<file path="config.mk">
export PLATFORM = sky130hd
export DESIGN_NAME = reset_cause_and_startup_sequencer
export DESIGN_NICKNAME = d
export VERILOG_FILES = /design/src/rst_seq_pkg.sv /design/src/reset_cause_and_startup_sequencer.sv
export VERILOG_INCLUDE_DIRS = /design/src
export SDC_FILE = /design/constraint.sdc
export NUM_CORES = 1
export LEC_CHECK = 0
export BUFFER_PORTS_ARGS = -buffer_cell sky130_fd_sc_hd__clkbuf_2
export CAP_MARGIN = 30
export CORE_AREA = 3 3 110 123
export CTS_BUF_LIST = sky130_fd_sc_hd__clkbuf_8
export DETAILED_ROUTE_END_ITERATION = 16
export DIE_AREA = 0 0 113 126
export PLACE_DENSITY = 0.89
export RECOVER_POWER = 50
export SETUP_SLACK_MARGIN = 0.4
export SLEW_MARGIN = 20
export SYNTH_ARGS = -nofsm -noshare
export SYNTH_HDL_FRONTEND = slang
export SYNTH_SLANG_ARGS = --single-unit
</file>
<file path="constraint.sdc">
create_clock -name aclk -period 9.2 [get_ports aclk]
set_input_delay 1.38 -clock aclk [delete_from_list [all_inputs] [get_ports aclk]]
set_output_delay 1.38 -clock aclk [all_outputs]
set_load 0.02 [all_outputs]
</file>
<file path="src/rst_seq_regs.svh">
`ifndef RST_SEQ_REGS_SVH
`define RST_SEQ_REGS_SVH

// Byte offset of the reset cause and control register
`define RCC_OFFSET 8'h00
// Byte offset of the sequencer status register
`define SEQ_STATUS_OFFSET 8'h04

// Field positions in reset_cause_control
`define BIT_TRAP 15
`define BIT_ILLEGAL 14
`define BIT_MISMATCH 9
`define BIT_REG_SLEEP 8
`define BIT_MCLR 7
`define BIT_SOFT 6
`define BIT_WDT_EN 5
`define BIT_WDT_TO 4
`define BIT_SLEEP 3
`define BIT_IDLE 2
`define BIT_BROWNOUT 1
`define BIT_POWERON 0

// Writable bits; 13..10 are unimplemented
`define RCC_MASK 16'hc3ff
// Value after power-on
`define RCC_POR_VALUE 16'h0003

// Clock rate and delays
`define CLK_MHZ 50
`define T_POR_US 30
`define T_BOR_US 100
`define T_LOCK_US 1500
`define T_CLOCK_FAIL_MONITOR_US 900
`define T_OST_PERIODS 1024
`define T_POR_CYC (`T_POR_US * `CLK_MHZ)
`define T_BOR_CYC (`T_BOR_US * `CLK_MHZ)
`define T_LOCK_CYC (`T_LOCK_US * `CLK_MHZ)
`define T_CLOCK_FAIL_MONITOR_CYC (`T_CLOCK_FAIL_MONITOR_US * `CLK_MHZ)
// One millisecond in clock cycles, base unit of the power-up timer
`define MS_CYC (1000 * `CLK_MHZ)

// Reset vector
`define RESET_VECTOR 24'h000000

`endif

</file>
<file path="src/rst_seq_pkg.sv">
package rst_seq_pkg;

    typedef enum logic [2:0] {
        OSC_FRC,
        OSC_FRCPLL,
        OSC_XT,
        OSC_HS,
        OSC_EC,
        OSC_XTPLL,
        OSC_HSPLL,
        OSC_ECPLL
    } clock_mode_e;

    // Reset requests from the surrounding logic, one bit per cause
    typedef struct packed {
        logic trap_conflict;
        logic illegal_condition;
        logic config_mismatch;
        logic master_clear;
        logic soft_reset;
        logic watchdog_timeout;
    } reset_events_s;

    // Fuse settings seen by the sequencer
    typedef struct packed {
        logic watchdog_fuse_enable;
        logic [2:0] power_up_timer;
        logic [2:0] initial_clock_select_fuse;
    } fuses_s;

endpackage : rst_seq_pkg

</file>
<file path="src/reset_cause_and_startup_sequencer.sv">
// Our own choices: the AXI4-Lite interface to the registers and the register offsets.
`include "rst_seq_regs.svh"
`timescale 1ns/1ns
`default_nettype none

module reset_cause_and_startup_sequencer #(
    parameter int unsigned MS_CYCLES = `MS_CYC,
    parameter int unsigned LOCK_CYCLES = `T_LOCK_CYC,
    parameter int unsigned CLOCK_FAIL_MONITOR_CYCLES = `T_CLOCK_FAIL_MONITOR_CYC
) (
    input wire logic aclk,
    input wire logic aresetn,
    // AXI4-Lite slave
    input wire logic [7:0] s_axi_awaddr,
    input wire logic s_axi_awvalid,
    output logic s_axi_awready,
    input wire logic [31:0] s_axi_wdata,
    input wire logic [3:0] s_axi_wstrb,
    input wire logic s_axi_wvalid,
    output logic s_axi_wready,
    output logic [1:0] s_axi_bresp,
    output logic s_axi_bvalid,
    input wire logic s_axi_bready,
    input wire logic [7:0] s_axi_araddr,
    input wire logic s_axi_arvalid,
    output logic s_axi_arready,
    output logic [31:0] s_axi_rdata,
    output logic [1:0] s_axi_rresp,
    output logic s_axi_rvalid,
    input wire logic s_axi_rready,
    // Supply monitors, active while supply is below threshold
    input wire logic por_below,
    input wire logic bor_below,
    // Reset sources and power mode events
    input wire rst_seq_pkg::reset_events_s events,
    input wire logic sleep_entry,
    input wire logic idle_entry,
    input wire rst_seq_pkg::fuses_s fuses,
    input wire rst_seq_pkg::clock_mode_e current_clock_select,
    input wire logic fail_monitor_enable,
    // One pulse per oscillator period while starting up
    input wire logic osc_tick,
    output logic system_reset,
    output logic clock_ready,
    output rst_seq_pkg::clock_mode_e selected_clock,
    output logic [23:0] fetch_address,
    output logic fetch_start,
    output logic watchdog_enable,
    output logic regulator_active_in_sleep,
    output logic clock_fail_monitor_active
);
    import rst_seq_pkg::*;

    typedef enum logic [2:0] {
        ST_POR,
        ST_BOR,
        ST_POWER_UP_TIMER,
        ST_OST,
        ST_LOCK,
        ST_RUN
    } seq_state_e;

    // Power-up timer settings: 0,2,4,8,16,32,64,128 ms style ladder of eight
    function automatic logic [7:0] power_up_timer_ms(input logic [2:0] sel);
        power_up_timer_ms = (sel == 3'd0) ? 8'h00 : 8'h01 << (sel);
    endfunction : power_up_timer_ms

    function automatic logic uses_ost(input clock_mode_e m);
        uses_ost = (m == OSC_XT) || (m == OSC_HS) || (m == OSC_XTPLL) || (m == OSC_HSPLL);
    endfunction : uses_ost

    function automatic logic uses_pll(input clock_mode_e m);
        uses_pll = (m == OSC_FRCPLL) || (m == OSC_XTPLL) || (m == OSC_HSPLL) || (m == OSC_ECPLL);
    endfunction : uses_pll

    // Supply comparators are asynchronous: two-stage synchronisers
    logic [1:0] por_sync;
    logic [1:0] bor_sync;
    logic [1:0] mclr_sync;
    logic por_low;
    logic bor_low;
    logic mclr_low;

    always_ff @(posedge aclk) begin
        por_sync <= {por_sync[0], por_below};
        bor_sync <= {bor_sync[0], bor_below};
        mclr_sync <= {mclr_sync[0], events.master_clear};
    end

    assign por_low = por_sync[1];
    assign bor_low = bor_sync[1];
    assign mclr_low = mclr_sync[1];

    seq_state_e state;
    seq_state_e next_state;
    logic [31:0] count;
    logic [31:0] next_count;
    logic [15:0] rcc;
    logic [15:0] next_rcc;
    logic cold_seen;
    logic clock_fail_monitor_wait;
    logic [31:0] clock_fail_monitor_count;

    // Warm sources, ORed into one level request with no one-shot filtering
    wire logic warm_event = events.trap_conflict | events.illegal_condition |
                            events.config_mismatch | mclr_low |
                            events.soft_reset | events.watchdog_timeout;
    wire logic cold_event = por_low | bor_low;
    wire clock_mode_e boot_mode = clock_mode_e'(fuses.initial_clock_select_fuse);
    wire logic [31:0] power_up_timer_cycles = 32'(power_up_timer_ms(fuses.power_up_timer)) * MS_CYCLES;

    // Bus decode
    logic aw_held;
    logic w_held;
    logic [7:0] aw_addr;
    logic [31:0] w_data;
    logic [3:0] w_strb;
    wire logic do_write = aw_held && w_held && !s_axi_bvalid;
    wire logic wr_rcc = do_write && (aw_addr == `RCC_OFFSET);
    wire logic wr_hit = wr_rcc || (do_write && aw_addr == `SEQ_STATUS_OFFSET);
    wire logic do_read = s_axi_arvalid && s_axi_arready;
    wire logic rd_rcc = s_axi_araddr == `RCC_OFFSET;
    wire logic rd_stat = s_axi_araddr == `SEQ_STATUS_OFFSET;
    wire logic [15:0] strb_mask = {{8{w_strb[1]}}, {8{w_strb[0]}}};
    wire logic [15:0] stat_word = {8'h00, clock_fail_monitor_active, clock_ready,
                                   system_reset, 2'b00, 3'(state)};

    // Sequencer
    always_comb begin
        next_state = state;
        next_count = count + 32'd1;
        case (state)
            ST_POR: begin
                if (por_low) begin
                    next_count = 32'd0;
                end else if (count >= `T_POR_CYC) begin
                    next_state = ST_BOR;
                    next_count = 32'd0;
                end
            end
            ST_BOR: begin
                if (bor_low) begin
                    next_count = 32'd0;
                end else if (count >= `T_BOR_CYC) begin
                    next_state = ST_POWER_UP_TIMER;
                    next_count = 32'd0;
                end
            end
            ST_POWER_UP_TIMER: begin
                if (!cold_seen || count >= power_up_timer_cycles) begin
                    next_state = ST_OST;
                    next_count = 32'd0;
                end
            end
            ST_OST: begin
                next_count = count;
                if (!uses_ost(selected_clock) || count >= `T_OST_PERIODS) begin
                    next_state = ST_LOCK;
                    next_count = 32'd0;
                end else if (osc_tick) begin
                    next_count = count + 32'd1;
                end
            end
            ST_LOCK: begin
                if (!uses_pll(selected_clock) || count >= LOCK_CYCLES) begin
                    next_state = ST_RUN;
                    next_count = 32'd0;
                end
            end
            ST_RUN: begin
                next_count = 32'd0;
            end
            default: begin
                next_state = ST_POR;
                next_count = 32'd0;
            end
        endcase
        if (por_low) begin
            next_state = ST_POR;
            next_count = 32'd0;
        end else if (bor_low) begin
            next_state = ST_BOR;
            next_count = 32'd0;
        end else if (warm_event && state == ST_RUN) begin
            next_state = ST_POWER_UP_TIMER;
            next_count = 32'd0;
        end
    end

    // Flag register
    always_comb begin
        next_rcc = rcc;
        if (wr_rcc) begin
            next_rcc = (rcc & ~strb_mask) | (w_data[15:0] & strb_mask);
        end
        if (events.trap_conflict) next_rcc[`BIT_TRAP] = 1'b1;
        if (events.illegal_condition) next_rcc[`BIT_ILLEGAL] = 1'b1;
        if (events.config_mismatch) next_rcc[`BIT_MISMATCH] = 1'b1;
        if (mclr_low) next_rcc[`BIT_MCLR] = 1'b1;
        if (events.soft_reset) next_rcc[`BIT_SOFT] = 1'b1;
        if (events.watchdog_timeout) next_rcc[`BIT_WDT_TO] = 1'b1;
        if (sleep_entry) next_rcc[`BIT_SLEEP] = 1'b1;
        if (idle_entry) next_rcc[`BIT_IDLE] = 1'b1;
        if (bor_low) next_rcc[`BIT_BROWNOUT] = 1'b1;
        if (por_low) next_rcc = `RCC_POR_VALUE;
        next_rcc = next_rcc & `RCC_MASK;
    end

    always_ff @(posedge aclk) begin
        if (!aresetn) begin
            state <= ST_POR;
            count <= 32'd0;
            rcc <= `RCC_POR_VALUE;
            cold_seen <= 1'b1;
        end else begin
            state <= next_state;
            count <= next_count;
            rcc <= next_rcc;
            if (cold_event) begin
                cold_seen <= 1'b1;
            end else if (next_state == ST_RUN) begin
                cold_seen <= 1'b0;
            end
        end
    end

    // Outputs and clock selection
    always_ff @(posedge aclk) begin
        if (!aresetn) begin
            system_reset <= 1'b1;
            clock_ready <= 1'b0;
            selected_clock <= OSC_FRC;
            fetch_address <= 24'h000000;
            fetch_start <= 1'b0;
            watchdog_enable <= 1'b1;
            regulator_active_in_sleep <= 1'b0;
        end else begin
            system_reset <= (next_state == ST_POR) || (next_state == ST_BOR) ||
                            (next_state == ST_POWER_UP_TIMER);
            clock_ready <= next_state == ST_RUN;
            // cold picks fuses; warm keeps current
            if (state == ST_POWER_UP_TIMER && next_state == ST_OST) begin
                selected_clock <= cold_seen ? boot_mode : current_clock_select;
            end
            fetch_start <= (next_state == ST_RUN) && (state != ST_RUN);
            fetch_address <= `RESET_VECTOR;
            watchdog_enable <= fuses.watchdog_fuse_enable | rcc[`BIT_WDT_EN];
            regulator_active_in_sleep <= rcc[`BIT_REG_SLEEP];
        end
    end

    always_ff @(posedge aclk) begin
        if (!aresetn || state != ST_RUN) begin
            clock_fail_monitor_count <= 32'd0;
            clock_fail_monitor_wait <= 1'b1;
            clock_fail_monitor_active <= 1'b0;
        end else begin
            if (clock_fail_monitor_wait) begin
                clock_fail_monitor_count <= clock_fail_monitor_count + 32'd1;
                clock_fail_monitor_wait <= clock_fail_monitor_count < CLOCK_FAIL_MONITOR_CYCLES - 1;
            end
            clock_fail_monitor_active <= fail_monitor_enable && !clock_fail_monitor_wait;
        end
    end

    // AXI4-Lite write path
    always_ff @(posedge aclk) begin
        if (!aresetn) begin
            aw_held <= 1'b0;
            w_held <= 1'b0;
            aw_addr <= 8'h00;
            w_data <= 32'h00000000;
            w_strb <= 4'h0;
            s_axi_awready <= 1'b0;
            s_axi_wready <= 1'b0;
            s_axi_bvalid <= 1'b0;
            s_axi_bresp <= 2'b00;
        end else begin
            s_axi_awready <= !aw_held && !s_axi_awready && !s_axi_bvalid;
            s_axi_wready <= !w_held && !s_axi_wready && !s_axi_bvalid;
            if (s_axi_awvalid && s_axi_awready) begin
                aw_held <= 1'b1;
                aw_addr <= s_axi_awaddr;
                s_axi_awready <= 1'b0;
            end
            if (s_axi_wvalid && s_axi_wready) begin
                w_held <= 1'b1;
                w_data <= s_axi_wdata;
                w_strb <= s_axi_wstrb;
                s_axi_wready <= 1'b0;
            end
            if (do_write) begin
                aw_held <= 1'b0;
                w_held <= 1'b0;
                s_axi_bvalid <= 1'b1;
                s_axi_bresp <= wr_hit ? 2'b00 : 2'b10;
            end else if (s_axi_bvalid && s_axi_bready) begin
                s_axi_bvalid <= 1'b0;
            end
        end
    end

    // AXI4-Lite read path; unmapped reads answer SLVERR with zero data
    always_ff @(posedge aclk) begin
        if (!aresetn) begin
            s_axi_arready <= 1'b0;
            s_axi_rvalid <= 1'b0;
            s_axi_rdata <= 32'h00000000;
            s_axi_rresp <= 2'b00;
        end else begin
            s_axi_arready <= !s_axi_arready && !s_axi_rvalid && !do_read;
            if (do_read) begin
                s_axi_arready <= 1'b0;
                s_axi_rvalid <= 1'b1;
                s_axi_rdata <= rd_rcc ? {16'h0000, rcc} :
                               rd_stat ? {16'h0000, stat_word} : 32'h00000000;
                s_axi_rresp <= (rd_rcc || rd_stat) ? 2'b00 : 2'b10;
            end else if (s_axi_rvalid && s_axi_rready) begin
                s_axi_rvalid <= 1'b0;
            end
        end
    end

endmodule : reset_cause_and_startup_sequencer

`default_nettype wire

</file>
**Yosys cells after proc, flatten, opt, wreduce, memory -nomap -nowiden**

Index checks and enable logic that the tools add are counted.

- Register bits: 169
- Input bits: 81
- Output and inout bits: 74
- Logic and storage cells: 185

- Add/subtract/negate cells: 2
- Multipliers: 1
- Order comparisons: 6
- Eq/ne operators: 19
- Shift-type cells: 1
- Muxes and demuxes: 36
- Bitwise logic cells: 12
- Reductions and logical operators: 69

Operators with widths:

| operator | count |
|---|---|
| $mux 32 | 6 |
| $pmux 32 s5 | 1 |
| $add 32x1->32 const B | 2 |
| $ge 32x11->1 const B | 2 |
| $and 16x16->16 | 2 |
| $ge 32x13->1 const B | 1 |
| $ge 32x17->1 const B | 1 |
| $ge 32x24->1 | 1 |
| $lt 32x16->1 const B | 1 |
| $mux 16 | 2 |
| $mux 3 | 9 |
| $mul 8x12->20 const B | 1 |
| $reduce_bool 2->1 | 10 |
| $logic_and 1x1->1 | 19 |
| $eq 3x2->1 const B | 6 |
| $eq 3x3->1 const B | 6 |
| $pmux 3 s6 | 1 |
| $eq 8x3->1 const B | 2 |
| $logic_not 8->1 | 2 |
| $mux 8 | 2 |
| $not 16->16 | 1 |
| $or 16x16->16 | 1 |
| $logic_or 1x1->1 | 14 |
| $logic_not 1->1 | 13 |
| 11 further kinds | 40 |

**Depth between registers and ports, before layout**

- Depth in word-level cells: 14
- Gate-level depth with buffers: 25
- Mapped depth without buffers: 23

**Worst setup path after synthesis**

No wires, ideal clock.

- Kind: in2reg
- Start point: input fuses[4] (netlist name)
- End point: register count[16]
- Setup time: 0.062 ns
- Arrival: 6.131 ns
- Data required time: 9.138 ns
- Path slack: 3.006 ns
- Stages on the path: 23
- Path buffers: 2
- Cells stage by stage: nor2b_1 -> and2_1 -> ha_1 -> ha_1 -> fa_1 -> ha_1 -> ha_1 -> nor3b_1 -> o21a_1 -> o21a_1 -> o21a_1 -> nor4bb_1 -> a311oi_1 -> ha_1 -> nand4_1 -> nor4_1 -> a211oi_1 -> nand3_1 -> o211ai_2 -> nand3_4 -> buf_6 -> buf_6 -> nor2_2

- Longest elaborated chain between the ends: 7

RTL lines:

| item | line | RTL |
|---|---|---|
| start, declared | reset_cause_and_startup_sequencer.sv:38 | `input wire rst_seq_pkg::fuses_s fuses,` |
| $logic_not 3->1 or $shl 1x3->8 (tied branches) | reset_cause_and_startup_sequencer.sv:65 | `power_up_timer_ms = (sel == 3'd0) ? 8'h00 : 8'h01 << (sel);` |
| $mux 8 * | reset_cause_and_startup_sequencer.sv:65 |  |
| $mul 8x12->20 * | reset_cause_and_startup_sequencer.sv:110 | `wire logic [31:0] power_up_timer_cycles = 32'(power_up_timer_ms(fuses.power_up_timer)) * MS_CYCLES;` |
| $ge 32x24->1 * | reset_cause_and_startup_sequencer.sv:150 | `if (!cold_seen \|\| count >= power_up_timer_cycles) begin` |
| $logic_or 1x1->1 * | reset_cause_and_startup_sequencer.sv:150 |  |
| $mux 32 * | reset_cause_and_startup_sequencer.sv:150 |  |
| $pmux 32 s5 * | reset_cause_and_startup_sequencer.sv:132 | `case (state)` |
| end signal, assigned | reset_cause_and_startup_sequencer.sv:217 | `count <= next_count;` |
| end, declared | reset_cause_and_startup_sequencer.sv:96 | `logic [31:0] count;` |

Every way passes the cells marked *; elsewhere a longest branch is shown, timed or not.
A chain may end at the register's enable or synchronous reset.

**Final worst setup path**

- Start point: input fuses[4] (netlist name)
- End point: register count[2]

Same word-level chain as after synthesis.

==> results.ini <==
[timing]
maxClockFrequency_mhz = 142
rsz0062_at_grt = no
slew_headroom = 0.0300
tightestPinTransition_ns = 1.46
setup-tns-final_ns = 0
min_period_ns = 7.07
whs_ns = 0.332
hold_viol_final = 0
setup_violations = 0
fin_crit_sh = 0.768
fin_worst_skew_ns = 0.00850
maxSlewViolCount = 0

[critical_path]
end_kind = flip-flop
criticalPathCategory = in -> reg
path_cells = clkbuf_2, nor2b_1, and2_1, ha_1, ha_1, fa_1, ha_1, ha_1, nor3b_1, o21a_1, o21a_1, o21a_1, nor4bb_1, a311oi_1, ha_1, nand4_1, nor4_1, a211oi_1, nand3_1, o211ai_2, nand3_4, o311ai_0
cp_data_arrival_time_ns = 7.41
cpLargestDelayFamily = adder cells
worst-path-max-fanout = 22
crit_required_ns = 9.54
worst-path-buf-inv = 1
crit_top_cell = ha_1
ff2ff_path_depth = 7
path_depth = 22
cpPeakStageDelay_ns = 0.46
startpoint_type = primary input
critical-path-slowest-cell = fa_1

[finish]
finalNetCount = 1118
drive_gt1_frac = 0.146
diodes = 0
area_delta_synth_final_pct = 10.2
final_util = 0.675
instances_no_fill = 1144

[synth]
synth_common_cells = dfxtp_1, nand2_1, nor2_1
yosysTopAreaCellShare = 0.364
ys_warn_count = 0
ys_top_cells_by_area = dfxtp_1, ha_1, nand2_1
ys_async_sr_fraction = 0
seq_area_frac_synth = 0.364
synth_ff_type = dfxtp_1
synth_seq_cells = 139
synth_area_per_cell_um2 = 8.64
synth_area_leader_cell = dfxtp_1
yosysMostFrequentCell = dfxtp_1
synthesis.area_mm2 = 0.00765
yosysUniqueCellTypes = 74
synth_edf_count = 0
synth_cells = 885

[power_and_ir_drop]
internal_power_w = 0.000928
pwr-share-clk = 0.402
power.density_mw_per_mm2 = 149
p_total_w = 0.00125
switchingPower_w = 0.000326
comb_power_share = 0.101
leakage_nw = 3.57
p_seq_frac = 0.497
switching_share = 0.260
ir_worst_vdd_v = 0.000155

[routing]
routed_via_density = 5.79
wl_per_cell_um = 15.1
dr.pass1.iters = 5
drt-initial-drc-count = 362
drtAntennaViolNets = 0
drc = 0
routed-via-count = 6625
finalWirelength_um = 17300

[floorplanning]
core-area_mm2 = 0.0125
ios = 155
row_count = 43
fp.dieW_um = 113
fp.dieArea_mm2 = 0.0142
die_y_um = 126
start_util = 0.613

[clock_network]
ctsHtreeMaxLevel = 4
clk_pin_slew_ns = 0.08
cts_max_path_buffers = 2
clk_latency_ns = 0.45
cts_buffers = 17
postCtsSetupBuffers = 0
clkSinkCount = 139
post_cts_resized = 0
cts_hold_buf = 0
cts_tree = yes
cts_root_buffer = clkbuf_8

[global_routing]
grt_pass1_vias = 6255
antenna_found_initial = 0
grt_max_degree = 43
track_usage = 0.243
overflow = 0
grt_first_pass_wirelength_um = 28500

[placement]
gp_congestion = 0.869
place_inst = 1112
hpwl_um = 12600
port_buffers = 86

[min_path]
min_path_cells = 0
hold_class = reg -> reg

[flow_run]
cap_violations = 0

[run_status]
run_status = finished, final reports clean

[kinds of logic after synthesis]
family,Yosys count,synth area share
flip-flops,139,0.364
buffers and inverters,110,0.0790
AO/OA/AOI/OAI,145,0.126
adder cells (fa/ha/maj),63,0.108
AND/OR/NAND/NOR,356,0.237
multiplexers,25,0.0332
XOR/XNOR,46,0.0527
other,1,0.000490
[flip-flops by register name, indices dropped and copies added, names as in the netlist, 2 cells and up, named ones only]
signal / cells
state: 3
selected_clock: 3
mclr_sync: 2
w_strb: 2
s_axi_rdata: 12
w_data: 12
por_sync: 2
bor_sync: 2
aw_addr: 8
rcc: 8
clock_fail_monitor_count: 32
count: 32
[routing by layer]
metal  wire length, um  track usage  vias up  share of wire
li1                  -            -     3202              -
met1              6760        0.280     3118           0.39
met2              8830        0.423      252           0.51
met3              1170       0.0553       53          0.068
met4               571        0.114        0          0.033
met5                 0            0        -              0
[power by group through the flow]
| stage | Sequential [W] | Clock [W] | Combinational [W] |
|---|---|---|---|
| 6_report | 0.000624 | 0.000504 | 0.000127 |
| 5_1_grt | 0.000625 | 0.000532 | 0.000141 |
| 4_1_cts | 0.000624 | 0.000509 | 0.000126 |
| 3_5_place_dp | 0.000637 | 0 | 0.000124 |
| 3_3_place_gp | 0.000637 | 0 | 0.000119 |
| 2_1_floorplan | 0.000637 | 0 | 0.000103 |
[placed cells by master, fill, tap and decap left out, types with 3 or more instances in the layout]
master     instances
dfxtp_1          139
nand2_1           96
clkbuf_2          82
nor2_1            77
a21oi_1           67
ha_1              58
conb_1            56
inv_1             37
nand3_1           32
xor2_1            29
nand4_1           25
mux2i_1           22
nor3_1            20
o21ai_0           17
xnor2_1           17
clkbuf_8          17
nor4_1            16
or3_1             12
nand2b_1          10
and2_1            10
and3_1            10
nor2_2            10
nor2b_1            7
nor3b_1            6
o21a_1             6
a22oi_1            6
a211oi_1           6
and4_1             5
o211ai_1           5
fa_1               5
clkbuf_1           5
clkinv_2           4
a311oi_1           3
mux2_2             3
bufinv_16          3
inv_6              3
[worst register-to-register path, stage by stage (launching register included)]
cell and delay (ns):
dfxtp_1 0.33, nor4_1 0.66, nand4b_1 0.19, a211oi_1 0.39, nand3_1 0.15, o211ai_2 0.43
nand3_4 0.38, o311ai_0 0.38
[final cells by class]
cell class | instances | area [um^2]
fillers | 968 | 4050
multi-input cells | 691 | 4470
clock inverters | 15 | 173
flip-flops and latches | 139 | 2780
clock buffers | 17 | 234
well taps | 157 | 196
inverters | 37 | 139
repair buffers | 88 | 437
[final timing paths]
kind | from | end | slack (ns)
setup / recovery | fuses[4] | count[2]$_SDFFE_PP0P_ | 2.13
hold / removal | mclr_sync[0]$_DFF_P_ | mclr_sync[1]$_DFF_P_ | 0.33
setup reg to reg | count[24]$_SDFFE_PP0P_ | count[2]$_SDFFE_PP0P_ | 6.20
hold reg to reg | mclr_sync[0]$_DFF_P_ | mclr_sync[1]$_DFF_P_ | 0.33
[metrics by stage]
| stage | area (um^2) | worst slack [ns] |
|---|---|---|
| 6_report | 8430 | 2.13 |
| 5_1_grt | 8430 | 1.72 |
| 4_1_cts | 8440 | 2.21 |
| 3_5_place_dp | 8030 | 1.76 |
| 3_3_place_gp | 8030 | 1.95 |
| 2_1_floorplan | 7850 | 3.01 |
No activity file was read; power rests on OpenSTA's default activity.
